`config.mk`:
```
export PLATFORM = sky130hd
export DESIGN_NAME = pgp_port_g
export DESIGN_NICKNAME = d
export VERILOG_FILES = /design/src/design/pgp_pkg.sv /design/src/design/pgp_port_g.sv /design/src/design/pgp_pin_cell.sv
export VERILOG_INCLUDE_DIRS = /design/src /design/src/design
export SDC_FILE = /design/constraint.sdc
export NUM_CORES = 1
export LEC_CHECK = 0
export BUFFER_PORTS_ARGS = -buffer_cell sky130_fd_sc_hd__buf_2
export CAP_MARGIN = 15
export CORE_MARGIN = 8
export CORE_UTILIZATION = 45
export CTS_CLUSTER_DIAMETER = 40
export DETAILED_ROUTE_END_ITERATION = 10
export GPL_ROUTABILITY_DRIVEN = 0
export HOLD_SLACK_MARGIN = 0.12
export MAX_ROUTING_LAYER = met4
export PLACE_DENSITY_LB_ADDON = 0.05
export SYNTH_ARGS = -nofsm -noshare
export SYNTH_HDL_FRONTEND = slang
export SYNTH_SLANG_ARGS = --single-unit
```
`constraint.sdc`:
```
create_clock -name ref_clk -period 1.2 [get_ports ref_clk]
set_input_delay 0.12 -clock ref_clk [delete_from_list [all_inputs] [get_ports ref_clk]]
set_output_delay 0.12 -clock ref_clk [all_outputs]
set_load 0.1 [all_outputs]
```
`src/design/pgp_consts.svh`:
```
`ifndef PGP_CONSTS_SVH
`define PGP_CONSTS_SVH

// ****************************************************************
// Register word offsets on the register port
// ****************************************************************
`define PGP_OFF_PIN_LEVELS 3'h0
`define PGP_OFF_OUT_LATCH 3'h1
`define PGP_OFF_DIRECTION 3'h2
`define PGP_OFF_ANALOG_SEL 3'h3
`define PGP_OFF_OD_A 3'h4
`define PGP_OFF_OD_B 3'h5
`define PGP_OFF_OD_C 3'h6

// ****************************************************************
// Reset values and implemented-bit masks
// ****************************************************************
`define PGP_RST_LATCH 5'h00
`define PGP_RST_DIR 5'h1f
`define PGP_RST_ANALOG 8'hff
`define PGP_RST_OD 8'h00
`define PGP_MASK_OD_A 8'he1
`define PGP_MASK_OD_C 8'hc1

// ****************************************************************
// Field positions
// ****************************************************************
`define PGP_ANSEL_PIN1 3
`define PGP_ANSEL_PIN2 2
`define PGP_ANSEL_PIN3 1
`define PGP_ANSEL_PIN4 0
`define PGP_OD_B_CCP3 0
`define PGP_OD_B_CAPTURE_UNIT_4 1
`define PGP_OD_B_CAPTURE_UNIT_5 2
`define PGP_OD_A_CCP1 5
`define PGP_OD_C_SER2 7
`define PGP_BIT5 5

// ****************************************************************
// Timing counts
// ****************************************************************
`define PGP_SCHMITT_SAMPLES 2

`endif

```
`src/design/pgp_pkg.sv`:
```
package pgp_pkg;
  `include "pgp_consts.svh"

  typedef enum logic [2:0] {
    REG_PIN_LEVELS = `PGP_OFF_PIN_LEVELS,
    REG_OUT_LATCH = `PGP_OFF_OUT_LATCH,
    REG_DIRECTION = `PGP_OFF_DIRECTION,
    REG_ANALOG_SEL = `PGP_OFF_ANALOG_SEL,
    REG_OD_A = `PGP_OFF_OD_A,
    REG_OD_B = `PGP_OFF_OD_B,
    REG_OD_C = `PGP_OFF_OD_C
  } pgp_reg_t;

  typedef enum logic [1:0] {
    SRC_INPUT = 2'h0,
    SRC_LATCH = 2'h1,
    SRC_PERIPH = 2'h2,
    SRC_HIZ = 2'h3
  } pgp_src_t;
endpackage

```
`src/design/pgp_port_g.sv`:
```
`timescale 1ns/1ps
`include "pgp_consts.svh"
// How it works
// - Five pins, each output or input.
// - Direction 0 drives latch, 1 reads pin.
// - Digital inputs pass a Schmitt filter.
// - Open-drain bits for capture and serial outputs.
// - Peripherals may force pin output or input.
// - Overrides never alter the direction register.
// - Capture outputs beat latch; inputs feed capture.
// - Serial2 on pins 1 and 2.
// - Pins 1-4 analog at reset, digital when cleared.
// - Pin 4 clock output, timer inputs, direction ignored.
// - Enhanced PWM outputs tri-state during shutdown; capture unit 4 and 5 PWM do not.
// - Bit 5 exists only without master clear.
// - Unimplemented bits read as zero.

// ****************************************************************
// Schmitt-style input filter
// ****************************************************************
module pgp_schmitt_filter #(
  parameter int W = 6,
  parameter int SAMPLES = `PGP_SCHMITT_SAMPLES
) (
  input wire logic clk, // core clock
  input wire logic arst_n, // asynchronous reset
  input wire logic [W-1:0] rawIn, // pad levels
  output logic [W-1:0] level_ff // filtered levels
);
  logic [W-1:0] hist_ff [SAMPLES];

  if (SAMPLES < 2) begin : g_bad_samples
    $error("SAMPLES must be at least 2");
  end

  // A level flips only after every sample agrees, which gives hysteresis.
  always_ff @(posedge clk or negedge arst_n) begin
    if (!arst_n) begin
      for (int s = 0; s < SAMPLES; s++) hist_ff[s] <= '0;
    end else begin
      hist_ff[0] <= rawIn;
      for (int s = 1; s < SAMPLES; s++) hist_ff[s] <= hist_ff[s-1];
    end
  end

  always_ff @(posedge clk or negedge arst_n) begin
    if (!arst_n) begin
      level_ff <= '0;
    end else begin
      for (int b = 0; b < W; b++) begin
        logic ones;
        logic zeros;
        ones = 1'h1;
        zeros = 1'h1;
        for (int s = 0; s < SAMPLES; s++) begin
          ones = ones & hist_ff[s][b];
          zeros = zeros & ~hist_ff[s][b];
        end
        if (ones) level_ff[b] <= 1'h1;
        else if (zeros) level_ff[b] <= 1'h0;
      end
    end
  end
endmodule

// ****************************************************************
// Port G pin logic
// ****************************************************************
module pgp_port_g import pgp_pkg::*; #(
  parameter int NPINS = 5
) (
  input wire logic ref_clk, // core clock
  input wire logic arst_n, // asynchronous reset
  input wire logic [2:0] regAddr, // register offset
  input wire logic [7:0] regWrData, // write data
  input wire logic regWr, // write strobe
  input wire logic regRd, // read strobe
  output logic [7:0] regRdData_ff, // read data, cycle after strobe
  input wire logic [5:0] padIn, // pad levels, bit 5 is the reset pin
  output logic [4:0] padOut_ff, // pad output levels
  output logic [4:0] padOe_ff, // pad output enables
  input wire logic masterClearPinEnable, // strap: 1 = bit 5 is master clear
  input wire logic ecc3OutEn, // enhanced capture 3 compare/PWM active
  input wire logic ecc3Out, // enhanced capture 3 output A
  input wire logic epwm3Shutdown, // enhanced PWM 3 shutdown tri-state
  input wire logic serial2TxEn, // serial 2 transmit or sync clock drive
  input wire logic serial2TxData, // serial 2 transmit or sync clock
  input wire logic serial2SyncDataOutEn, // serial 2 sync data drive
  input wire logic serial2SyncData, // serial 2 sync data out
  input wire logic serial2RxEn, // serial 2 receive active
  input wire logic comparator3ResultEn, // comparator 3 output enable
  input wire logic comparator3Result, // comparator 3 result
  input wire logic ccp4OutEn, // capture unit 4 compare/PWM active
  input wire logic ccp4Out, // capture unit 4 output
  input wire logic epwm3OutDEn, // enhanced PWM 3 output D active
  input wire logic epwm3OutD, // enhanced PWM 3 output D
  input wire logic rtccOutEn, // real-time clock output active
  input wire logic rtccOut, // real-time clock output
  input wire logic ccp5OutEn, // capture unit 5 compare/PWM active
  input wire logic ccp5Out, // capture unit 5 output
  input wire logic epwm1OutDEn, // enhanced PWM 1 output D active
  input wire logic epwm1OutD, // enhanced PWM 1 output D
  input wire logic epwm1Shutdown, // enhanced PWM 1 shutdown tri-state
  output logic ecc3CaptureIn_ff, // pin 0 to capture 3
  output logic serial2ClockIn_ff, // pin 1 to serial 2 clock in
  output logic serial2RxIn_ff, // pin 2 to serial 2 receive/data
  output logic ccp4CaptureIn_ff, // pin 3 to capture 4
  output logic ccp5CaptureIn_ff, // pin 4 to capture 5
  output logic timer7ClockIn_ff, // pin 4 to timer 7 clock
  output logic timer5GateIn_ff, // pin 4 to timer 5 gate
  output logic [4:0] analogPinSel_ff // pins routed to the analog mux
);
  if (NPINS != 5) begin : g_bad_npins
    $error("NPINS must be 5");
  end

  logic [4:0] latch_ff, dir_ff, anaPin, forceIn, forceOut, ovrEn, ovrData, odEn, shutHiz;
  logic [7:0] ansel_ff, odA_ff, odB_ff, odC_ff, nxt_rdData, pinRead;
  logic mclrEn_ff, strapTaken_ff;
  logic [5:0] level;

  // ****************************************************************
  // Strap capture
  // ****************************************************************
  // Taken once after release so the reset value stays a constant.
  always_ff @(posedge ref_clk or negedge arst_n) begin
    if (!arst_n) begin
      strapTaken_ff <= 1'h0;
      mclrEn_ff <= 1'h1;
    end else if (!strapTaken_ff) begin
      strapTaken_ff <= 1'h1;
      mclrEn_ff <= masterClearPinEnable;
    end
  end

  // ****************************************************************
  // Registers
  // ****************************************************************
  always_ff @(posedge ref_clk or negedge arst_n) begin
    if (!arst_n) begin
      latch_ff <= `PGP_RST_LATCH;
    end else if (regWr && (regAddr == REG_PIN_LEVELS || regAddr == REG_OUT_LATCH)) begin
      latch_ff <= regWrData[4:0];
    end
  end

  // Only software writes land here; overrides act on the pad path.
  always_ff @(posedge ref_clk or negedge arst_n) begin
    if (!arst_n) begin
      dir_ff <= `PGP_RST_DIR;
    end else if (regWr && regAddr == REG_DIRECTION) begin
      dir_ff <= regWrData[4:0];
    end
  end

  always_ff @(posedge ref_clk or negedge arst_n) begin
    if (!arst_n) begin
      ansel_ff <= `PGP_RST_ANALOG;
    end else if (regWr && regAddr == REG_ANALOG_SEL) begin
      ansel_ff <= regWrData;
    end
  end

  always_ff @(posedge ref_clk or negedge arst_n) begin
    if (!arst_n) begin
      odA_ff <= `PGP_RST_OD;
      odB_ff <= `PGP_RST_OD;
      odC_ff <= `PGP_RST_OD;
    end else if (regWr) begin
      if (regAddr == REG_OD_A) odA_ff <= regWrData & `PGP_MASK_OD_A;
      if (regAddr == REG_OD_B) odB_ff <= regWrData;
      if (regAddr == REG_OD_C) odC_ff <= regWrData & `PGP_MASK_OD_C;
    end
  end

  // ****************************************************************
  // Input path
  // ****************************************************************
  pgp_schmitt_filter #(
    .W(6),
    .SAMPLES(`PGP_SCHMITT_SAMPLES)
  ) u_filter (
    .clk(ref_clk),
    .arst_n(arst_n),
    .rawIn(padIn),
    .level_ff(level)
  );

  always_comb begin
    anaPin = 5'h00;
    anaPin[1] = ansel_ff[`PGP_ANSEL_PIN1];
    anaPin[2] = ansel_ff[`PGP_ANSEL_PIN2];
    anaPin[3] = ansel_ff[`PGP_ANSEL_PIN3];
    anaPin[4] = ansel_ff[`PGP_ANSEL_PIN4];
    pinRead = 8'h00;
    pinRead[4:0] = level[4:0] & ~anaPin;
    pinRead[`PGP_BIT5] = ~mclrEn_ff & level[5];
  end

  // Capture inputs see the pin only while the pin is an input.
  always_ff @(posedge ref_clk or negedge arst_n) begin
    if (!arst_n) begin
      ecc3CaptureIn_ff <= 1'h0;
      ccp4CaptureIn_ff <= 1'h0;
      ccp5CaptureIn_ff <= 1'h0;
      serial2ClockIn_ff <= 1'h0;
      serial2RxIn_ff <= 1'h0;
      timer7ClockIn_ff <= 1'h0;
      timer5GateIn_ff <= 1'h0;
      analogPinSel_ff <= 5'h00;
    end else begin
      ecc3CaptureIn_ff <= dir_ff[0] & level[0];
      ccp4CaptureIn_ff <= dir_ff[3] & level[3];
      ccp5CaptureIn_ff <= dir_ff[4] & level[4];
      serial2ClockIn_ff <= level[1];
      serial2RxIn_ff <= level[2];
      timer7ClockIn_ff <= level[4];
      timer5GateIn_ff <= level[4];
      analogPinSel_ff <= anaPin;
    end
  end

  // ****************************************************************
  // Peripheral overrides
  // ****************************************************************
  always_comb begin
    {forceIn, forceOut, ovrEn, ovrData, odEn, shutHiz} = 30'h00000000;
    ovrEn[0] = ecc3OutEn;
    ovrData[0] = ecc3Out;
    odEn[0] = odB_ff[`PGP_OD_B_CCP3];
    shutHiz[0] = epwm3Shutdown;
    if (serial2TxEn) begin
      forceOut[1] = 1'h1;
      ovrData[1] = serial2TxData;
      odEn[1] = odC_ff[`PGP_OD_C_SER2];
    end else if (comparator3ResultEn) begin
      forceOut[1] = 1'h1;
      ovrData[1] = comparator3Result;
    end
    forceOut[2] = serial2SyncDataOutEn;
    ovrData[2] = serial2SyncData;
    odEn[2] = odC_ff[`PGP_OD_C_SER2];
    forceIn[2] = serial2RxEn & ~serial2SyncDataOutEn;
    if (ccp4OutEn) begin
      ovrEn[3] = 1'h1;
      ovrData[3] = ccp4Out;
      odEn[3] = odB_ff[`PGP_OD_B_CAPTURE_UNIT_4];
    end else if (epwm3OutDEn) begin
      ovrEn[3] = 1'h1;
      ovrData[3] = epwm3OutD;
      odEn[3] = odB_ff[`PGP_OD_B_CCP3];
      shutHiz[3] = epwm3Shutdown;
    end
    if (rtccOutEn) begin
      forceOut[4] = 1'h1;
      ovrData[4] = rtccOut;
    end else if (ccp5OutEn) begin
      ovrEn[4] = 1'h1;
      ovrData[4] = ccp5Out;
      odEn[4] = odB_ff[`PGP_OD_B_CAPTURE_UNIT_5];
    end else if (epwm1OutDEn) begin
      ovrEn[4] = 1'h1;
      ovrData[4] = epwm1OutD;
      odEn[4] = odA_ff[`PGP_OD_A_CCP1];
      shutHiz[4] = epwm1Shutdown;
    end
  end

  // ****************************************************************
  // Pin drivers
  // ****************************************************************
  // Analog selection leaves the drivers alone, so a pin may drive while analog.
  for (genvar p = 0; p < NPINS; p++) begin : g_pin
    pgp_pin_cell u_cell (
      .clk(ref_clk),
      .arst_n(arst_n),
      .latchBit(latch_ff[p]),
      .dirBit(dir_ff[p]),
      .forceIn(forceIn[p]),
      .forceOut(forceOut[p]),
      .ovrEn(ovrEn[p]),
      .ovrData(ovrData[p]),
      .odEn(odEn[p]),
      .shutHiz(shutHiz[p]),
      .padOut_ff(padOut_ff[p]),
      .padOe_ff(padOe_ff[p])
    );
  end

  // ****************************************************************
  // Read port
  // ****************************************************************
  always_comb begin
    case (regAddr)
      REG_PIN_LEVELS: nxt_rdData = pinRead;
      REG_OUT_LATCH: nxt_rdData = {3'h0, latch_ff};
      REG_DIRECTION: nxt_rdData = {3'h0, dir_ff};
      REG_ANALOG_SEL: nxt_rdData = ansel_ff;
      REG_OD_A: nxt_rdData = odA_ff;
      REG_OD_B: nxt_rdData = odB_ff;
      REG_OD_C: nxt_rdData = odC_ff;
      default: nxt_rdData = 8'h00;
    endcase
  end

  // Data stand for one cycle only, then return to zero.
  always_ff @(posedge ref_clk or negedge arst_n) begin
    if (!arst_n) begin
      regRdData_ff <= 8'h00;
    end else begin
      regRdData_ff <= regRd ? nxt_rdData : 8'h00;
    end
  end
endmodule

```
`src/design/pgp_pin_cell.sv`:
```
`timescale 1ns/1ps
module pgp_pin_cell import pgp_pkg::*; (
  input wire logic clk, // core clock
  input wire logic arst_n, // asynchronous reset
  input wire logic latchBit, // output latch bit
  input wire logic dirBit, // 1 = input
  input wire logic forceIn, // peripheral forces input
  input wire logic forceOut, // peripheral drives, direction ignored
  input wire logic ovrEn, // peripheral owns data while direction is output
  input wire logic ovrData, // peripheral data
  input wire logic odEn, // open-drain for peripheral data
  input wire logic shutHiz, // PWM shutdown tri-state request
  output logic padOut_ff, // pad output level
  output logic padOe_ff // pad output enable
);
  pgp_src_t src;
  logic periph;
  logic data;

  always_comb begin
    periph = forceOut | (ovrEn & ~dirBit);
    data = periph ? ovrData : latchBit;
    if (forceIn) begin
      src = SRC_INPUT;
    end else if (periph) begin
      src = (shutHiz & ~forceOut) ? SRC_HIZ : SRC_PERIPH;
    end else begin
      src = dirBit ? SRC_INPUT : SRC_LATCH;
    end
  end

  // Open-drain never drives a high; the pull-up outside supplies it.
  always_ff @(posedge clk or negedge arst_n) begin
    if (!arst_n) begin
      padOe_ff <= 1'h0;
      padOut_ff <= 1'h0;
    end else begin
      case (src)
        SRC_LATCH: begin
          padOe_ff <= 1'h1;
          padOut_ff <= data;
        end
        SRC_PERIPH: begin
          padOe_ff <= ~(odEn & data);
          padOut_ff <= odEn ? 1'h0 : data;
        end
        default: begin
          padOe_ff <= 1'h0;
          padOut_ff <= 1'h0;
        end
      endcase
    end
  end
endmodule

```
## After elaboration in Yosys (flattened, before gate mapping)

Cells that the tools add are included.

| cells by class | value |
|---|---|
| equality and inequality tests | 16 |
| mux-type cells | 74 |
| bitwise gates (word level) | 52 |
| reduce and logical (&&, ||, !) cells | 14 |

Operators with widths:

| cell | number |
|---|---|
| $mux 1 | 56 |
| $pmux 8 s7 | 1 |
| $and 1x1->1 | 26 |
| $not 1->1 | 23 |
| $pmux 1 s2 | 10 |
| $mux 2 | 6 |
| $reduce_bool 2->1 | 6 |
| $eq 2x1->1 const B | 5 |
| $eq 2x2->1 const B | 5 |
| $eq 3x3->1 const B | 3 |
| $mux 8 | 1 |
| $eq 3x2->1 const B | 2 |
| $reduce_and 2->1 | 3 |
| $and 5x5->5 | 1 |
| $not 5->5 | 1 |
| $eq 3x1->1 const B | 1 |
| $logic_and 1x1->1 | 3 |
| $logic_not 3->1 | 1 |
| $logic_or 1x1->1 | 1 |
| $or 1x1->1 | 1 |

| storage, ports and cells | value |
|---|---|
| bits in registers | 81 |
| input port bits | 43 |
| logic and storage cells | 190 |

## Depth between registers and ports, before layout

| logic depth | value |
|---|---|
| depth after elaboration | 9 |
| mapped depth | 6 |
| gate-level depth less buffers | 5 |

## By module

From an unflattened synthesis, not the netlist that was laid out.

| unflattened totals | value |
|---|---|
| cell total of the unflattened synthesis | 308 |
| area, all modules | 3927.5 µm² |

By module, submodules not included:

| module | times used | cells an instance | area an instance (µm²) |
|---|---|---|---|
| pgp_port_g | 1 | 188 | 2386.0 |
| pgp_pin_cell | 5 | 18 | 185.2 |
| pgp_schmitt_filter | 1 | 30 | 615.6 |

## Worst setup path after synthesis

Ideal clock, no wire load.

| path | value |
|---|---|
| path type | register -> output |
| from | reg, netlist name timer5GateIn_ff |
| to | out timer7ClockIn_ff |
| data arrival time | 1.324 ns |
| path slack | -0.244 ns |
| stages on the path, launching flop included | 2 |
| path buffers | 1 |
| cell sequence | dfrtp_1 -> buf_4 |

RTL lines:

| what | RTL line | source |
|---|---|---|
| end, declared | pgp_port_g.sv:109 | `output logic timer7ClockIn_ff,` |

## Worst setup path after layout

| path | value |
|---|---|
| from | reg dir_ff[2] |
| to | reg g_pin[2].u_cell.padOut_ff |

| on the way | value |
|---|---|
| longest elaborated chain between the ends | 5 |
| elaborated cells between the ends (all ways) | 6 |
| classes of those cells | eq/ne: 2; mux: 4 |

RTL lines:

| what | RTL line | source |
|---|---|---|
| start, declared | pgp_port_g.sv:117 | `logic [4:0] latch_ff, dir_ff, anaPin, forceIn, forceOut, ovrEn, ovrData, odEn, shutHiz;` |
| start signal, assigned | pgp_port_g.sv:150 | `` dir_ff <= `PGP_RST_DIR; `` |
| start signal, assigned | pgp_port_g.sv:152 | `dir_ff <= regWrData[4:0];` |
| $mux 1 (*) | pgp_pin_cell.sv:28 | `src = dirBit ? SRC_INPUT : SRC_LATCH;` |
| $mux 2 (*) | pgp_pin_cell.sv:25 | `end else if (periph) begin` |
| $mux 2 (*) | pgp_pin_cell.sv:23 | `if (forceIn) begin` |
| $eq 2x2->1 / $eq 2x1->1 (equally long branches) | pgp_pin_cell.sv:38 | `case (src)` |
| $pmux 1 s2 (*) | pgp_pin_cell.sv:38 |  |
| end signal, assigned | pgp_pin_cell.sv:41 | `padOut_ff <= data;` |
| end signal, assigned | pgp_pin_cell.sv:45 | `padOut_ff <= odEn ? 1'h0 : data;` |
| end, declared | pgp_pin_cell.sv:13 | `output logic padOut_ff,` |

Mark *: on every way between the ends. The rest lies on a longest branch, timed or not.
A chain may end at the register's enable or synchronous reset.

==> impl_metrics.env <==
export IMPL_status="finished with violations"
export IMPL_violations="setup timing"
export IMPL_syn_num_nets=318
export IMPL_critPathTopFamily="simple AND/OR/NAND/NOR gates"
export IMPL_hold_depth=3
export IMPL_grt_pass1_wl_mm=13.1
export IMPL_synthesis_instances=267
export IMPL_synth_async_reset_ratio_pct=100
export IMPL_synth_top_area_share_pct=48.1
export IMPL_vias_per_cell=5.01
export IMPL_antenna_cells=0
export IMPL_slowest_delay_ns=0.38
export IMPL_drc=0
export IMPL_critPathLaunchType="flop"
export IMPL_slew_violations=0
export IMPL_yosys_area_share_adder_pct=2.87
export IMPL_critPathLaunch="dir_ff[2]"
export IMPL_crit_path_end_kind="flop"
export IMPL_tritoncts="yes"
export IMPL_synthTopCellsByCount="dfrtp_1, mux2_2, nor2_1, buf_4, dfstp_2"
export IMPL_drtIter0Drc=80
export IMPL_p_comb_share_pct=30.2
export IMPL_leakage_nw=2.25
export IMPL_dieArea_um2=10800
export IMPL_rsz0062_at_grt="true"
export IMPL_areaGrowthSynthToFinish_pct=41.3
export IMPL_fin_crit_ns=1.26
export IMPL_multi_input_area_um2=1320
export IMPL_seqPwrFrac_pct=43.4
export IMPL_stdcell_count=490
export IMPL_grt_usage_pct=15.5
export IMPL_max_clock_freq_mhz=792
export IMPL_cts_buffers=9
export IMPL_h_tree_depth=3
export IMPL_skew_ns=0.00644
export IMPL_nNetsFinal=434
export IMPL_fillers=608
export IMPL_num_vias=2455
export IMPL_initial_core_util_pct=45.8
export IMPL_drt_pass1_iterations=4
export IMPL_yosys_area_top_type="dfrtp_1"
export IMPL_setup_viol=4
export IMPL_ys_seq_area_share_pct=58.7
export IMPL_internal_power_mw=5.38
export IMPL_synth_compound_area_share_pct=8.76
export IMPL_cp_num_cells=5
export IMPL_fp_dieW_um=104
export IMPL_power_density_nw_per_um2=1650
export IMPL_post_cts_setup_buffer_count=0
export IMPL_cts_root_buf="clkbuf_8"
export IMPL_dpl_hpwl_mm=5.73
export IMPL_ys_top_cells_by_area="dfrtp_1, mux2_2, dfstp_2, buf_4, ha_1"
export IMPL_reg2regPathDepth=5
export IMPL_r2r_start="dir_ff[2]"
export IMPL_fp_coreArea_um2=7610
export IMPL_synth_simple_gate_area_share_pct=9.84
export IMPL_pwr_share_clk_pct=26.4
export IMPL_path_clk_slew_ns=0.08
export IMPL_clk_path_buf_depth=2
export IMPL_rows=32
export IMPL_clock_sinks=81
export IMPL_critPathMaxFanout=2
export IMPL_synth_xor_area_share_pct=0
export IMPL_worstHoldPathType="in -> reg"
export IMPL_crit_arrival_ns=1.51
export IMPL_io_buffers=71
export IMPL_yosys_warnings=0
export IMPL_dp_cells=449
export IMPL_final_antenna_net_count=0
export IMPL_finalWirelength_mm=7.77
export IMPL_finalCoreUtilization_pct=64.7
export IMPL_antenna_found_initial=0
export IMPL_grt_ovfl_total=0
export IMPL_regArea_um2=2050
export IMPL_path_buf_inv=0
export IMPL_path_class="reg -> reg"
export IMPL_required_ns=1.45
export IMPL_rrSetupSlack_ns=-0.06
export IMPL_grt_max_degree=32
export IMPL_synth_mux_area_share_pct=14.4
export IMPL_crit_chain="or3_4 -> ha_4 -> nor2b_4 -> o21ai_1 -> nor2_1"
export IMPL_setup_slack_ns=-0.0626
export IMPL_wl_per_cell_um=15.9
export IMPL_syn_area_per_cell_um2=13.0
export IMPL_die_h_um=104
export IMPL_synth_edf_count=0
export IMPL_synth_ff_type="dfrtp_1"
export IMPL_hold_ws_ns=0.121
export IMPL_clkLatencyLatePin_ns=0.35
export IMPL_ios=73
export IMPL_yosysMostFrequentCell="dfrtp_1"
export IMPL_ys_ff_latch=81
export IMPL_grt_pass1_vias=2630
export IMPL_crit_slowest_cell="dfstp_2"
export IMPL_finalCritPeriodShare_pct=105
export IMPL_post_route_cell_area_um2=4920
export IMPL_ys_types=42
export IMPL_synth_top_family_by_area="multiplexers"
export IMPL_timing_critical_path_to="g_pin[2].u_cell.padOut_ff"
export IMPL_drive_above_1_share_pct=49.0
export IMPL_vdd_drop_max_uv=800
export IMPL_netlist_area_um2=3480
export IMPL_place_area_um2=4360
export IMPL_hold_violations=0
export IMPL_reg2reg_to="g_pin[2].u_cell.padOut_ff"
export IMPL_max_cap_violations=0
export IMPL_swShare_pct=33.8
export IMPL_switchingPower_mw=2.75
placed cells by master, fill, tap and decap left out, types with 2 or more instances in the layout:
master,netlist,final
nand2_1,11,11
nor3b_1,2,2
nand2b_1,3,3
a31oi_1,3,3
clkinv_4,0,2
clkbuf_8,0,9
and2_1,6,6
buf_12,0,22
dfrtp_1,67,66
o21ai_0,8,6
nand3b_1,3,3
inv_1,5,4
dlygate4sd3_1,0,25
a222oi_1,4,4
nor2b_1,7,6
buf_4,14,37
nor2_1,19,17
nor2_2,1,3
nand4b_1,3,3
clkinv_2,0,2
conb_1,2,2
dfstp_2,14,14
ha_1,8,6
a21oi_2,0,3
buf_2,3,40
mux2_2,42,42
mux2i_1,3,3
a32oi_1,2,2
nand3_1,2,2
a21oi_1,10,7
a22o_1,5,5
bufinv_16,0,2
a21o_1,2,2
how the worst min path moves through the flow:
stage | startpoint | to | slack [ns]
6_report | comparator3Result | g_pin[1].u_cell.padOut_ff | 0.12
5_1_grt | comparator3Result | g_pin[1].u_cell.padOut_ff | 0.12
3_5_place_dp | arst_n | g_pin[2].u_cell.padOe_ff | 0.05
3_3_place_gp | arst_n | g_pin[2].u_cell.padOe_ff | 0.05
4_1_cts | comparator3Result | g_pin[1].u_cell.padOut_ff | 0.12
2_1_floorplan | arst_n | analogPinSel_ff[1] | -0.18
registers in the layout (all words and copies together), names as in the netlist, 3 cells and up:
register                count
u_filter.level_ff           6
latch_ff                    5
u_filter.hist_ff           12
odB_ff                      8
analogPinSel_ff             4
odA_ff                      4
g_pin.u_cell.padOut_ff      5
dir_ff                      5
ansel_ff                    8
regRdData_ff                8
odC_ff                      3
g_pin.u_cell.padOe_ff       5
per-layer routing:
layer / part of all wire (%) / track usage (%) / wire length [um] / vias to the layer above
met1: 44 / 18.0 / 3380 / 1203
met4: 1.5 / 5.89 / 116 / 0
met5: 0 / - / 0 / -
li1: - / - / - / 1173
met2: 49 / 25.0 / 3810 / 68
met3: 6.0 / 4.40 / 463 / 11
timing repair:
action                     4_1_cts  5_1_grt
resized for setup               11       15
hold endpoints to repair       120        0
pin swaps                        1        0
setup endpoints to repair       14        8
hold buffers                    26        0
through the flow:
stage	total power, mW	setup WS (ns)	TNS, ns
final	8.13	-0.0626	-0.176
after global routing	8.50	-0.118	-0.475
after CTS	8.17	-0.0638	-0.195
after detailed placement	5.91	-0.117	-1.14
after global placement	5.87	-0.104	-1.07
after floorplan	5.08	-0.0266	-0.0266
kinds of logic after synthesis:
kind of cell / after synthesis
mux: 45
other cells: 2
buf+inv: 26
flops: 81
fa+ha+maj: 8
simple gates: 62
compound gates: 43
power groups by stage:
stage,logic [mW],registers (mW),clock network [mW]
after floorplan,1.09,3.99,0
after global placement,2.31,3.57,0
after detailed placement,2.34,3.58,0
after CTS,2.44,3.53,2.21
after global routing,2.59,3.59,2.32
final,2.45,3.53,2.14
worst register-to-register path: cells and delay by family (launching register included):
family	cells	cell delay (ns)
DFF	1	0.38
and+or+nand+nor	3	0.51
AOI/OAI and AO/OA	1	0.10
adders and majority gates	1	0.17
cell type report:
cell class                      instances  area share [%]
Sequential cell                        81            41.6
Multi-Input combinational cell        160            26.8
Inverter                                5           0.381
Timing Repair Buffer                  126            24.2
Tap cell                              102            2.59
Clock buffer                            9            2.52
Clock inverter                          7            1.93
No activity file was read; power rests on OpenSTA's default activity.
